**config.mk**
```make
export PLATFORM = sky130hd
export DESIGN_NAME = channel_filter_config_regs
export DESIGN_NICKNAME = d
export VERILOG_FILES = /design/src/chan_filt_pkg.sv /design/src/channel_filter_config_regs.sv /design/src/chan_field_split.sv /design/src/chan_addr_dec.sv
export SDC_FILE = /design/constraint.sdc
export NUM_CORES = 1
export LEC_CHECK = 0
export ABC_AREA = 1
export BUFFER_PORTS_ARGS = -buffer_cell sky130_fd_sc_hd__buf_4
export CAP_MARGIN = 10
export CORE_MARGIN = 2
export CORE_UTILIZATION = 50
export DETAILED_ROUTE_END_ITERATION = 12
export PLACE_DENSITY_LB_ADDON = 0.1
export SYNTH_ARGS = -nofsm -noshare
export SYNTH_HDL_FRONTEND = slang
export SYNTH_SLANG_ARGS = --single-unit
```
**constraint.sdc**
```tcl
create_clock -name clk -period 7.1 [get_ports clk]
set_input_delay 1.42 -clock clk [delete_from_list [all_inputs] [get_ports clk]]
set_output_delay 1.42 -clock clk [all_outputs]
set_load 0.005 [all_outputs]
```
**src/chan_filt_pkg.sv**
```systemverilog
// Shared constants for the per-channel filter configuration block
package chan_filt_pkg;
  // Register indices and widths
  localparam int ADDR_W = 8;
  localparam int DATA_W = 16;
  localparam int NUM_CHAN = 4;
  localparam logic [7:0] CHAN1_FILTER_CFG = 8'h2E;
  localparam logic [7:0] CHAN2_FILTER_CFG = 8'h2F;
  localparam logic [7:0] CHAN3_FILTER_CFG = 8'h30;
  localparam logic [7:0] CHAN4_FILTER_CFG = 8'h31;
  // Global gate register and its bit
  localparam logic [7:0] GLOBAL_CTRL = 8'h29;
  localparam int GATE_BIT = 1;
  // Field positions
  localparam int HP_ON_BIT = 14;
  localparam int CORNER_LSB = 10;
  localparam int RESP_LSB = 7;
  localparam int DSF_LSB = 4;
  localparam int ODD_BIT = 2;
  localparam int FILT_BIT = 0;
  // Writable bits; 15, 3 and 1 are reserved and read zero
  localparam logic [15:0] CFG_MASK = 16'h7FF5;
  localparam logic [15:0] CFG_RESET = 16'h0000;
  localparam logic [15:0] GLOBAL_MASK = 16'h0002;
endpackage : chan_filt_pkg

```
**src/channel_filter_config_regs.sv**
```systemverilog
// Per-channel filter configuration registers for channels one to four
`timescale 1ns/1ps
// Notes on behaviour
// - Bit 14 enables channel high-pass stage
// - Bits 13:10 set high-pass corner
// - Bits 9:7 choose filter response
// - Bits 6:4 set decimation factor
// - Bit 2 selects odd-tap coefficients
// - Bit 0 routes samples through filter
// - Four identical registers at 2Eh..31h
// - Global gate qualifies all channel filtering
module channel_filter_config_regs (
  input wire logic clk,
  input wire logic rst,
  input wire logic [7:0] addr,
  input wire logic [15:0] wdata,
  input wire logic wr,
  input wire logic rd,
  output logic [15:0] rdata,
  output logic global_filter_gate,
  output logic [3:0] highpass_on,
  output logic [15:0] highpass_corner,
  output logic [11:0] response_select,
  output logic [11:0] downsample_factor,
  output logic [3:0] odd_coeff_count,
  output logic [3:0] filter_on
);
  // Whole module state
  typedef struct packed {
    logic [3:0][15:0] cfg;
    logic gate;
    logic [15:0] rdata;
    logic [3:0] hp;
    logic [15:0] corner;
    logic [11:0] resp;
    logic [11:0] dsf;
    logic [3:0] odd;
    logic [3:0] filt;
  } state_s;

  state_s st_q;
  state_s st_d;
  // Decoder outputs
  logic [3:0] chan_hit;
  logic glob_hit;
  // Field views of the next register values
  logic [3:0] hp_w;
  logic [3:0][3:0] corner_w;
  logic [3:0][2:0] resp_w;
  logic [3:0][2:0] dsf_w;
  logic [3:0] odd_w;
  logic [3:0] filt_w;

  // Register selection
  chan_addr_dec u_dec (
    .addr(addr),
    .chan_hit(chan_hit),
    .glob_hit(glob_hit)
  );

  // One field splitter per channel, fed from next state so outputs stay registered
  for (genvar i = 0; i < chan_filt_pkg::NUM_CHAN; i++) begin : g_split
    chan_field_split u_split (
      .cfg(st_d.cfg[i]),
      .gate(st_d.gate),
      .hp_on(hp_w[i]),
      .corner(corner_w[i]),
      .resp(resp_w[i]),
      .dsf(dsf_w[i]),
      .odd(odd_w[i]),
      .filt_on(filt_w[i])
    );
  end

  // Next-state logic: writes, read mux, field outputs
  always_comb begin
    st_d = st_q;
    // Reserved bits are dropped, so a careless write cannot set them
    for (int i = 0; i < chan_filt_pkg::NUM_CHAN; i++) begin
      if (wr && chan_hit[i]) begin
        st_d.cfg[i] = wdata & chan_filt_pkg::CFG_MASK;
      end
    end
    if (wr && glob_hit) begin
      st_d.gate = wdata[chan_filt_pkg::GATE_BIT];
    end
    // Read data valid only in the cycle after the strobe; unmapped reads zero
    st_d.rdata = 16'h0000;
    if (rd) begin
      for (int i = 0; i < chan_filt_pkg::NUM_CHAN; i++) begin
        if (chan_hit[i]) begin
          st_d.rdata = st_q.cfg[i];
        end
      end
      if (glob_hit) begin
        st_d.rdata = {14'h0, st_q.gate, 1'b0};
      end
    end
    st_d.hp = hp_w;
    st_d.corner = corner_w;
    st_d.resp = resp_w;
    st_d.dsf = dsf_w;
    st_d.odd = odd_w;
    st_d.filt = filt_w;
  end

  // State register; everything clears to disabled
  always_ff @(posedge clk or posedge rst) begin
    if (rst) begin
      st_q <= '0;
    end else begin
      st_q <= st_d;
    end
  end

  // Outputs straight from flops
  assign rdata = st_q.rdata;
  assign global_filter_gate = st_q.gate;
  assign highpass_on = st_q.hp;
  assign highpass_corner = st_q.corner;
  assign response_select = st_q.resp;
  assign downsample_factor = st_q.dsf;
  assign odd_coeff_count = st_q.odd;
  assign filter_on = st_q.filt;

  // High-pass enable bit of channel one shows the cycle after its write, gated
  a_hp_enable: assert property (@(posedge clk) disable iff (rst)
    wr && chan_hit[0] |=> highpass_on[0] == ($past(wdata[14]) && global_filter_gate))
    else $error("high-pass enable mismatch");
  a_corner_field: assert property (@(posedge clk) disable iff (rst)
    wr && chan_hit[1] |=> highpass_corner[7:4] == $past(wdata[13:10]))
    else $error("corner field mismatch");
  a_resp_field: assert property (@(posedge clk) disable iff (rst)
    wr && chan_hit[2] |=> response_select[8:6] == $past(wdata[9:7]))
    else $error("response field mismatch");
  a_dsf_field: assert property (@(posedge clk) disable iff (rst)
    wr && chan_hit[3] |=> downsample_factor[11:9] == $past(wdata[6:4]))
    else $error("decimation field mismatch");
  a_odd_field: assert property (@(posedge clk) disable iff (rst)
    wr && chan_hit[0] |=> odd_coeff_count[0] == $past(wdata[2]))
    else $error("odd tap field mismatch");
  a_filter_gate: assert property (@(posedge clk) disable iff (rst)
    !global_filter_gate |-> filter_on == 4'h0 && highpass_on == 4'h0)
    else $error("filter active without global gate");
  a_read_back: assert property (@(posedge clk) disable iff (rst)
    wr && addr == 8'h30 ##1 rd && addr == 8'h30 |=> rdata == ($past(wdata, 2) & 16'h7FF5))
    else $error("readback mismatch");
  a_gate_write: assert property (@(posedge clk) disable iff (rst)
    wr && glob_hit |=> global_filter_gate == $past(wdata[1]))
    else $error("global gate write mismatch");
  a_reserved_zero: assert property (@(posedge clk) disable iff (rst)
    $past(rd) && !$past(glob_hit) |-> (rdata & 16'h800A) == 16'h0000)
    else $error("reserved bit read as one");
  // Filter enable of channel three follows its write, gated by the global bit
  a_filter_enable: assert property (@(posedge clk) disable iff (rst)
    wr && chan_hit[2] |=> filter_on[2] == ($past(wdata[0]) && global_filter_gate))
    else $error("filter enable mismatch");
  // Read data bus stays quiet unless a read was taken the edge before
  a_rdata_idle: assert property (@(posedge clk) disable iff (rst)
    !rd |=> rdata == 16'h0000)
    else $error("read data without read strobe");
  // Writes outside the channel block leave every channel word alone
  a_unmapped_write: assert property (@(posedge clk) disable iff (rst)
    wr && chan_hit == 4'h0 |=> $stable(st_q.cfg))
    else $error("channel word changed by foreign write");
endmodule : channel_filter_config_regs

```
**src/chan_field_split.sv**
```systemverilog
// Splits one stored channel word into its filter fields
`timescale 1ns/1ps
module chan_field_split (
  input wire logic [15:0] cfg,
  input wire logic gate,
  output logic hp_on,
  output logic [3:0] corner,
  output logic [2:0] resp,
  output logic [2:0] dsf,
  output logic odd,
  output logic filt_on
);
  // Fields decoded; enables only live while the global gate is set
  always_comb begin
    hp_on = gate & cfg[chan_filt_pkg::HP_ON_BIT];
    corner = cfg[chan_filt_pkg::CORNER_LSB +: 4];
    resp = cfg[chan_filt_pkg::RESP_LSB +: 3];
    dsf = cfg[chan_filt_pkg::DSF_LSB +: 3];
    odd = cfg[chan_filt_pkg::ODD_BIT];
    filt_on = gate & cfg[chan_filt_pkg::FILT_BIT];
  end
endmodule : chan_field_split

```
**src/chan_addr_dec.sv**
```systemverilog
// Address decode for the four channel registers and the global control
`timescale 1ns/1ps
module chan_addr_dec (
  input wire logic [7:0] addr,
  output logic [3:0] chan_hit,
  output logic glob_hit
);
  // One-hot per channel, consecutive indices from channel 1
  always_comb begin
    chan_hit = 4'h0;
    if (addr >= chan_filt_pkg::CHAN1_FILTER_CFG && addr <= chan_filt_pkg::CHAN4_FILTER_CFG) begin
      chan_hit[2'(addr - chan_filt_pkg::CHAN1_FILTER_CFG)] = 1'b1;
    end
    glob_hit = (addr == chan_filt_pkg::GLOBAL_CTRL);
  end
endmodule : chan_addr_dec

```
After elaboration in Yosys (flattened, before gate mapping)
Index checks and enable logic that the tools add are counted.
Storage, ports and cells
  flip-flop bits (word level): 121
  input port bits: 28
  output and inout bits: 69
  word-level logic and storage cells: 47
Operators by class
  add/subtract/negate cells: 1
  order comparisons: 4
  eq/ne operators: 1
  multiplexer cells: 14
  bitwise gates (word level): 8
  reductions and logical operators: 7
Operators by type and width (count)
  2-to-1 mux 16 bit: 5
  2-to-1 mux 15 bit: 5
  AND 1 bit: 8
  equality test 8 x 6 -> 1 bit, second input constant: 1
  greater-or-equal comparator 8 x 6 -> 1 bit, second input constant: 1
  less-or-equal comparator 8 x 6 -> 1 bit, second input constant: 1
  logical AND 1 bit: 7
  2-to-1 mux 4 bit: 1
  < comparator 2 x 3 -> 1 bit, second input constant: 1
  demux 1 bit (select 2 bit): 1
  greater-or-equal comparator 2 x 1 -> 1 bit, second input constant: 1
  2-to-1 mux 1 bit: 2
  subtractor 2 bit, second input constant: 1

Logic depth before layout (Yosys ltp)
Gate-level depths: netlist of the first run.
  word-level depth: 12
  gate-level depth with buffers: 11
  mapped depth without buffers: 9

Cells and area by module
From an unflattened synthesis of the first run, not the netlist that was laid out.
Unflattened totals
  cells, all modules: 566
  area, all modules: 5671.7 sq um
By module, submodules not included
  channel_filter_config_regs: instances 1, cells an instance 479, area each 5156.2 sq um, seq. area each 3328.2 sq um
  chan_field_split: instances 4, cells an instance 15, area each 97.6 sq um, seq. area each 0.0 sq um
  chan_addr_dec: instances 1, cells an instance 27, area each 125.1 sq um, seq. area each 0.0 sq um

Worst setup path after synthesis of the first run
OpenSTA, ideal clock, no wires.
  kind: input port to flip-flop
  start point: in addr[0]
  end point: reg st_q (netlist bit filter_on[1])
  setup time: 126 ps
  data arrival time: 2307 ps
  data required time: 6974 ps
  path slack: 4666 ps
  stages: 8
  buffers on the path: 1
  cell sequence: buf_4 inv_4 nor2_4 nand2_2 nor2_4 nand3_2 o21ai_4 nor2_1
Between the ends
  longest elaborated chain between the ends: 9
Ends and longest elaborated chain
  start, declared: line channel_filter_config_regs.sv:15  | input wire logic [7:0] addr,
  subtractor 2 bit: line chan_addr_dec.sv:12  | chan_hit[2'(addr - chan_filt_pkg::CHAN1_FILTER_CFG)] = 1'b1;
  < comparator 2 x 3 -> 1 bit (implied by the code) / greater-or-equal comparator 2 x 1 -> 1 bit (equally long branches): line chan_addr_dec.sv:12
  logical AND 1 bit (implied by the code): line chan_addr_dec.sv:12
  2-to-1 mux 1 bit (implied by the code): line chan_addr_dec.sv:12
  demux 1 bit (select 2 bit)
  2-to-1 mux 4 bit: line chan_addr_dec.sv:11  | if (addr >= chan_filt_pkg::CHAN1_FILTER_CFG && addr <= chan_filt_pkg::CHAN4_FILTER_CFG) begin
  logical AND 1 bit: line channel_filter_config_regs.sv:80  | if (wr && chan_hit[i]) begin
  2-to-1 mux 15 bit: line channel_filter_config_regs.sv:80
  AND 1 bit *: line chan_field_split.sv:20  | filt_on = gate & cfg[chan_filt_pkg::FILT_BIT];
  named net g_split[1].u_split.filt_on: line chan_field_split.sv:11  | output logic filt_on
  end signal, assigned: line channel_filter_config_regs.sv:112  | st_q <= st_d;
  end, declared: line channel_filter_config_regs.sv:41  | state_s st_q;
The timed path passes the listed nets; every way through them passes the cells marked *.

Worst setup path in the final report of the first run
  start point: in addr[0]
  end point: reg st_q (netlist bit filter_on[2])
Between the ends
  longest elaborated chain between the ends: 9
Ends and longest elaborated chain (line)
  subtractor 2 bit: chan_addr_dec.sv:12
  < comparator 2 x 3 -> 1 bit (implied by the code) / greater-or-equal comparator 2 x 1 -> 1 bit (equally long branches): chan_addr_dec.sv:12
  logical AND 1 bit (implied by the code): chan_addr_dec.sv:12
  2-to-1 mux 1 bit (implied by the code): chan_addr_dec.sv:12
  demux 1 bit (select 2 bit)
  2-to-1 mux 4 bit: chan_addr_dec.sv:11
  logical AND 1 bit: channel_filter_config_regs.sv:80
  2-to-1 mux 15 bit: channel_filter_config_regs.sv:80
  AND 1 bit *: chan_field_split.sv:20
  named net g_split[2].u_split.filt_on: chan_field_split.sv:11
Marks and branches as above.

==> results.md, run 1 <==
- Outcome: complete, no violations
- Switching part of the total: 24.69%
- Routed WL per cell: about 13 um
- Placed cells: just under 600
- Syn Inst Count: 481
- 1st-iter DRT viols: around 130
- Number of I/O pins: 97
- Via count: about 2.8k
- Sequential area share after synthesis: about 47%
- CTS tree: yes
- Peak Freq: 0.3551 GHz
- Site row count: 32
- Die area: ~8800 sq um
- Commonest cells after routing, fill and taps aside: nand2_1 (120), buf_4 (93), dfrtp_1 (75)
- Design Area, Final: 4439 sq um
- Post-route ant nets: 0
- Cell chosen for the clock root: clkbuf_8
- Slew HR: 36.57%
- CTS clk-pin slew, worst paths: around 0.090 ns
- Post-CTS Setup Repair Bufs: 0
- Power, Total: 0.9281 mW
- Detail-routed via count per cell: 4.647
- Post-Syn Area: between 4000 and 5000 sq um
- Layout cells sized above 1: roughly 29%
- Clk_skew: about 0.012 ns
- Antenna diode count: 0
- Area Overhead vs Synth: 10.60%
- Crit path required time: ~7.4 ns
- Fin crit share: 39.66%
- Mapped Avg Cell Area: 8.345 sq um
- Gate power share: between 10 and 15%
- Initial Utilization: 51.68%
- Final Util: between 50% and 60%
- Num CTS Buffers: 9
- Cell Area, Placed: ~4200 sq um
- Synth warn: 0
- Synth top area share: 46.76%
- Hold crit path type: reg -> reg
- Post-CTS resize count: 0
- CP Class: in -> reg
- Gp weighted congestion: roughly 0.84
- Largest net degree at the start of global routing: 76
- Synth unique cells: 25
- Setup ws final: 4.284 ns
- Final instance count without filler cells: 606
- Core area: slightly below 8000 sq um
- Clk_lat worst skew: 0.34 ns
- Switching power: around 0.23 mW
- Area leader, netlist: dfrtp_1
- Number of max-cap violations: 0
- Most common cell after layout, fill and taps aside: nand2_1
- Worst-Margin Slew: 0.9515 ns
- Drt total wl: roughly 8200 um
- Hold Vio Cnt, Final: 0
- GRT overflow: 0
- Top cells by area, synth: dfrtp_1 (47%), buf_4 (13%), nand2_1 (11%), inv_1 (4.7%), nor2_1 (3.8%)
- Sequential power share: around half
- Final Setup Violations: 0
- Vias in the first global route: 2640
- Startpoint types: input port
- DP Wirelength: roughly 5900 um
- CTS max path bufs: 2
- Final min period: 2.816 ns
- P_leak: around 2.4 nW
- GRT Total Usage: between 10% and 20%
- FF-to-FF setup slack: a little over 6 ns
- Pre-Repair DR Iteration Count: 4
- RSZ-0062 raised after global routing: no
- First-pass GRT wire length: between 10000 and 15000 um
- Critical path arrival: between 3 and 4 ns
- Die Y: roughly 94 um
- CTS sink count: 75
- Internal power: 0.6989 mW
- WHS: about 0.52 ns
- Pre-CTS setup slack: 3.951 ns
- IO buf count: roughly 90
- Maximum vdd ir drop: a little under 0.1 mV
- Hold buffers post-CTS: 0
- Fin. max-slew vios: 0
- Setup TNS Final: 0 ns
- # H-tree levels: 3
- Seq cells post-synth: 75
- Layout Nets: ~530
- Crit-path max FO: 24
- Power Density: roughly 210 nW/um^2
- Residual DRC: 0
- Clock share of power: between 30% and 40%
- Crit. End Element: register
- Die X: between 90 and 100 um
- Initial antenna violation count: 0
-- registers in the layout, indices dropped and copies added (netlist names) --
name and count:
highpass_on 4, filter_on 4, downsample_factor 11, response_select 11, highpass_corner 15, global_filter_gate 1
st_q 12, rdata 14, odd_coeff_count 3
-- critical path, stage by stage --
cell	delay, ns
buf_4	0.19
nor2_2	0.52
nand4_2	0.58
nand2_1	0.20
nand2_1	0.09
nor2_1	0.09
-- power by group through the flow --
stage	Sequential (mW)	Combinational (mW)	Clock (mW)
2_1_floorplan	0.464	0.0774	0
3_3_place_gp	0.468	0.101	0
3_5_place_dp	0.468	0.102	0
4_1_cts	0.460	0.103	0.373
5_1_grt	0.462	0.113	0.395
6_report	0.460	0.101	0.367
-- Yosys cell counts --
master / count
nand3_2: 3
nand3_4: 1
o21ai_1: 27
o2111ai_1: 2
nand4_4: 1
o21ai_2: 13
nor2_2: 1
inv_1: 50
o21ai_0: 11
buf_2: 12
buf_6: 4
nand4_1: 15
nand3_1: 14
inv_4: 1
nor2_1: 41
nand2_2: 7
conb_1: 1
clkbuf_1: 2
o21ai_4: 1
nand2_1: 120
inv_2: 4
nor2_4: 5
nand4_2: 1
buf_4: 69
dfrtp_1: 75
-- metal layers --
layer	global-route usage (%)	part of all wire [%]
met5	0	0
met3	2.981	4.6
met2	29.26	43
met4	6.159	0.77
met1	29.63	52
-- cell type report --
class / instances / area, sq um
Fill cell: 764 / 3328
Sequential cell: 75 / 1877
Multi-Input combinational cell: 265 / 1301
Timing Repair Buffer: 93 / 698.2
Inverter: 55 / 209.0
Clock buffer: 10 / 137.6
Tap cell: 102 / 127.6
Clock inverter: 6 / 88.84
-- worst paths after layout --
path | startpoint | end | depth (start not counted)
min in group asynchronous | rst | filter_on[1] | 3
max in group asynchronous | rst | highpass_corner[13] | 3
setup reg to reg | st_q[85] | rdata[0] | 4
setup / recovery | addr[0] | filter_on[2] | 6
hold reg to reg | downsample_factor[3] | downsample_factor[3] | 2
hold / removal | downsample_factor[3] | downsample_factor[3] | 2
-- logic make-up after synthesis --
logic type | Yosys count | share of synthesized area, %
buffers and inverters | 142 | 20.92
AOI/OAI and AO/OA | 54 | 8.417
other | 1 | 0.09343
DFF | 75 | 46.76
and+or+nand+nor | 209 | 23.82
Note: power is estimated with default switching activity, not from simulation.
==> run 2, diff against run 1 <==
==> constraint.sdc (replaced) <==
create_clock -name clk -period 2.8 [get_ports clk]
set_input_delay 0.56 -clock clk [delete_from_list [all_inputs] [get_ports clk]]
set_output_delay 0.56 -clock clk [all_outputs]
set_load 0.005 [all_outputs]
==> run 2 against run 1 <==
Design area rose by 0.56%. Sequential power rose to 2.5 times the previous value. Final cell count rose by 0.50%. Utilization rose by 0.32 points. Flip-flop and latch count did not move. Wire length fell by 0.83%. Sequential share of layout area fell by 0.24 points. Largest cell class unchanged.
==> results.md, run 2 (synthesis results as in run 1) <==
- Outcome: complete, no violations
- Critical path arrival: 1.96 ns
- Slew HR: 59.46%
- Initial Utilization: about half
- Peak Freq: 0.5799 GHz
- Layout cells sized above 1: 29.59%
- CTS sink count: 75
- Largest net degree at the start of global routing: 50
- Die X: ~94 um
- Hold Vio Cnt, Final: 0
- Post-CTS resize count: 0
- Pre-Repair DR Iteration Count: 4
- Fin crit share: approximately 60%
- Hold buffers post-CTS: 0
- Hold crit path type: in -> async
- RSZ-0062 raised after global routing: no
- Layout Nets: 530
- # H-tree levels: 3
- Num CTS Buffers: 9
- Via count: 2889
- P_leak: ~2.4 nW
- Post-route ant nets: 0
- Cell chosen for the clock root: clkbuf_8
- Area Overhead vs Synth: 11.22%
- CTS max path bufs: 2
- Residual DRC: 0
- Core area: between 7000 and 8000 sq um
- Max reg flops: 15
- Fin. max-slew vios: 0
- Clk_lat worst skew: ~0.35 ns
- Worst-Margin Slew: 0.6072 ns
- Commonest cells after routing, fill and taps aside: nand2_1 (120), buf_4 (95), dfrtp_1 (75)
- Clk_skew: around 0.012 ns
- Most common cell after layout, fill and taps aside: nand2_1
- Vias in the first global route: 2764
- GRT Total Usage: 20.09%
- Crit-path max FO: 17
- Critical R2R Launch: highpass_corner[2]
- Crit path required time: ~3 ns
- DP Wirelength: a little under 6000 um
- Power Density: around 520 nW/um^2
- Die area: a little under 9000 sq um
- Power, Total: between 2 and 2.5 mW
- Final Setup Violations: 0
- Post-CTS Setup Repair Bufs: 0
- Initial antenna violation count: 0
- Maximum vdd ir drop: between 0.2 and 0.25 mV
- Number of I/O pins: 97
- Detail-routed via count per cell: roughly 4.7
- Setup TNS Final: 0 ns
- Gp weighted congestion: between 0.8 and 0.9
- Crit. End Element: register
- Antenna diode count: 0
- CTS tree: yes
- Drt total wl: about 8100 um
- Routed WL per cell: around 13 um
- Startpoint types: input port
- 1st-iter DRT viols: roughly 170
- Critical Path Start: addr[0]
- Final min period: roughly 1.7 ns
- Die Y: 93.60 um
- CTS clk-pin slew, worst paths: around 0.080 ns
- CP Class: in -> reg
- IO buf count: 92
- Site row count: 32
- Number of max-cap violations: 0
- FF-to-FF setup slack: 1.77 ns
- GRT overflow: 0
- First-pass GRT wire length: roughly 14000 um
## run 2: cell count changes in the layout (fill, tap and decap cells not counted), sizes merged
cell,delta
inv,+1
clkinv,-1
buf,+3
## run 2: layout make-up
class / count / area, sq um
Timing Repair Buffer: 96 / 733.2
Clock buffer: 10 / 127.6
Multi-Input combinational cell: 265 / 1301
Sequential cell: 75 / 1877
Clock inverter: 6 / 88.84
Fill cell: 747 / 3303
Inverter: 55 / 209.0
Tap cell: 102 / 127.6
## run 2: power by group
part,internal [mW],switching [mW],total (mW)
Combinational,0.117,0.142,0.259
Clock,0.504,0.409,0.912
Sequential,1.13,0.0350,1.17
Total,1.75,0.586,2.34
## run 2: path summary, 6_finish.rpt
kind,to,cells past startpoint
min in group clk,rdata[1],3
max in group asynchronous,rdata[10],3
min reg2reg,highpass_corner[13],2
max reg2reg,rdata[12],6
max,rdata[6],9
min,highpass_on[0],2
## run 2: stage by stage
step | area (sq um) | util, % | hold slack, ns | cells | worst slack [ns]
4_1_cts | 4464 | 57.47 | 0.3010 | 609 | 1.098
5_1_grt | 4464 | 57.47 | 0.3365 | 609 | 0.9110
2_1_floorplan | 4018 | - | 0.4762 | 482 | 0.3300
6_report | 4464 | 57.47 | 0.2875 | 609 | 1.076
3_5_place_dp | 4248 | 54.69 | 0.5025 | 593 | 0.7299
3_3_place_gp | 4248 | 54.69 | 0.4979 | 593 | 0.7538
## run 2: critical path: stages
cell,delay [ns]
buf_4,0.19
inv_4,0.21
nand2_1,0.10
nand2_2,0.25
nand3_2,0.31
nor2_1,0.17
nor2_1,0.06
nand2_1,0.07
inv_1,0.04
## run 2: layer usage
layer  vias up  track usage [%]  routed length, um
li1       1465                -                  -
met1      1326            29.67               3976
met2        90            28.90               3451
met3         8            4.512                584
met4         0            7.367                 91
met5         -                0                  0
==> run 3, diff against run 2 <==
==> constraint.sdc (replaced) <==
create_clock -name clk -period 1.7 [get_ports clk]
set_input_delay 0.34 -clock clk [delete_from_list [all_inputs] [get_ports clk]]
set_output_delay 0.34 -clock clk [all_outputs]
set_load 0.005 [all_outputs]
==> run 3 against run 2 <==
First-iteration DRC count decreased by 8.2%. Clock-buffer cell count is the same. Non-clock buffer count increased by 6. Clock power up 66%. Critical path depth did not move. Largest power group unchanged.
==> results.md, run 3 (synthesis results as in run 1) <==
- Critical path arrival: about 1.5 ns
- Die X: just over 90 um
- Vias in the first global route: 2720
- Gp weighted congestion: ~0.84
- 1st-iter DRT viols: about 160
- Most common cell after layout, fill and taps aside: nand2_1
- Final Setup Violations: 0
- Fin. max-slew vios: 0
- Crit. End Element: register
- IO buf count: between 90 and 100
- Largest net degree at the start of global routing: 76
- Initial Utilization: 51.68%
- Post-CTS resize count: 0
- Core area: between 7000 and 8000 sq um
- Area Overhead vs Synth: 12.44%
- Placed cells: approximately 600
- Maximum vdd ir drop: between 0.3 and 0.4 mV
- Number of I/O pins: between 90 and 100
- Final Util: 58.10%
- # H-tree levels: 3
- Die area: 8760 sq um
- Layout cells sized above 1: a little under a third
- CTS sink count: 75
- Pre-Repair DR Iteration Count: 4
- Die Y: roughly 94 um
- CTS tree: yes
- First-pass GRT wire length: around 14000 um
- Power Density: between 800 and 900 nW/um^2
- RSZ-0062 raised after global routing: no
- Startpoint types: input port
- Antenna diode count: 0
- Routed WL per cell: 13.39 um
- Hold Vio Cnt, Final: 0
- Residual DRC: 0
- Layout Nets: ~540
- Crit path required time: ~1.9 ns
- Final min period: about 1.3 ns
- # fillers: 738
- Hold crit path type: in -> async
- Outcome: complete, no violations
- DP Wirelength: just over 6000 um
- Sequential cell area: around 1900 sq um
- Setup TNS Final: 0 ns
- Commonest cells after routing, fill and taps aside: nand2_1 (120), buf_4 (101), dfrtp_1 (75)
- Drt total wl: 8232 um
- CP Class: in -> reg
- Peak Freq: a little under 0.8 GHz
- Multi-input gate area in the final layout: approximately 1300 sq um
- Number of max-cap violations: 0
- Hold buffers post-CTS: 0
- GRT overflow: 0
- Final instance count without filler cells: approximately 600
- Cell chosen for the clock root: clkbuf_8
- Clk_skew: 0.007268 ns
- CTS max path bufs: 2
- Crit-path max FO: 22
- Post-route ant nets: 0
- Site row count: 32
- Via count: 2897
- Detail-routed via count per cell: approximately 4.7
- P_leak: 2.456 nW
- Power, Total: ~3.9 mW
- Post-CTS Setup Repair Bufs: 0
- Max reg flops: 15
- Initial antenna violation count: 0
- Clk_lat worst skew: 0.34 ns
- Num CTS Buffers: 9
- Fin crit share: ~75%
- CTS clk-pin slew, worst paths: around 0.08 ns
- GRT Total Usage: 20.28%
-- run 3: per-layer routing --
layer | GRT usage, % | share of wire, % | routed length, um
met2 | 29.50 | 43 | 3547
met5 | 0 | 0 | 0
met1 | 30.37 | 50 | 4113
met4 | 7.488 | 1.5 | 125
met3 | 3.465 | 5.4 | 446
-- run 3: cell type report --
cell class | count | area share (%)
Clock buffer | 10 | 2.828
Clock inverter | 6 | 1.968
Tap cell | 102 | 2.828
Sequential cell | 75 | 41.59
Inverter | 55 | 4.713
Timing Repair Buffer | 102 | 17.24
Multi-Input combinational cell | 265 | 28.83
-- run 3: critical path, stage by stage --
cell     delay [ns]
buf_4          0.11
inv_1          0.04
nand2_1        0.09
nor2_4         0.22
nand2_2        0.12
inv_2          0.09
nand3_4        0.25
nand2_1        0.17
o21ai_2        0.06
-- run 3: path summary, 6_finish.rpt --
path	depth (start not counted)	slack, ns	from	to
worst max-delay path	9	0.42	addr[6]	odd_coeff_count[1]
worst min register to register	2	0.52	response_select[3]	response_select[3]
max in group asynchronous	3	1.28	rst	st_q[131]
worst min-delay path	3	0.07	rst	highpass_on[0]
worst max register to register	6	0.71	highpass_corner[2]	rdata[12]
min in group clk	3	0.23	rd	rdata[1]
-- run 3: report_power, final --
group          switching (mW)  leakage [nW]  total, mW  internal [mW]
combinational           0.237          1.39      0.436          0.199
sequential             0.0572         0.959       1.92           1.86
clock                   0.680         0.103       1.51          0.830
total                   0.974          2.46       3.87           2.89
-- run 3: stage by stage --
step | worst slack, ns | instance area, sq um | hold slack, ns
final | 0.4217 | 4513 | 0.06639
after global routing | 0.2872 | 4513 | 0.1190
after CTS | 0.4281 | 4513 | 0.1113
after floorplan | 0.3460 | 4021 | 0.4527
after global placement | 0.09747 | 4297 | 0.4769
after detailed placement | 0.06616 | 4297 | 0.4835
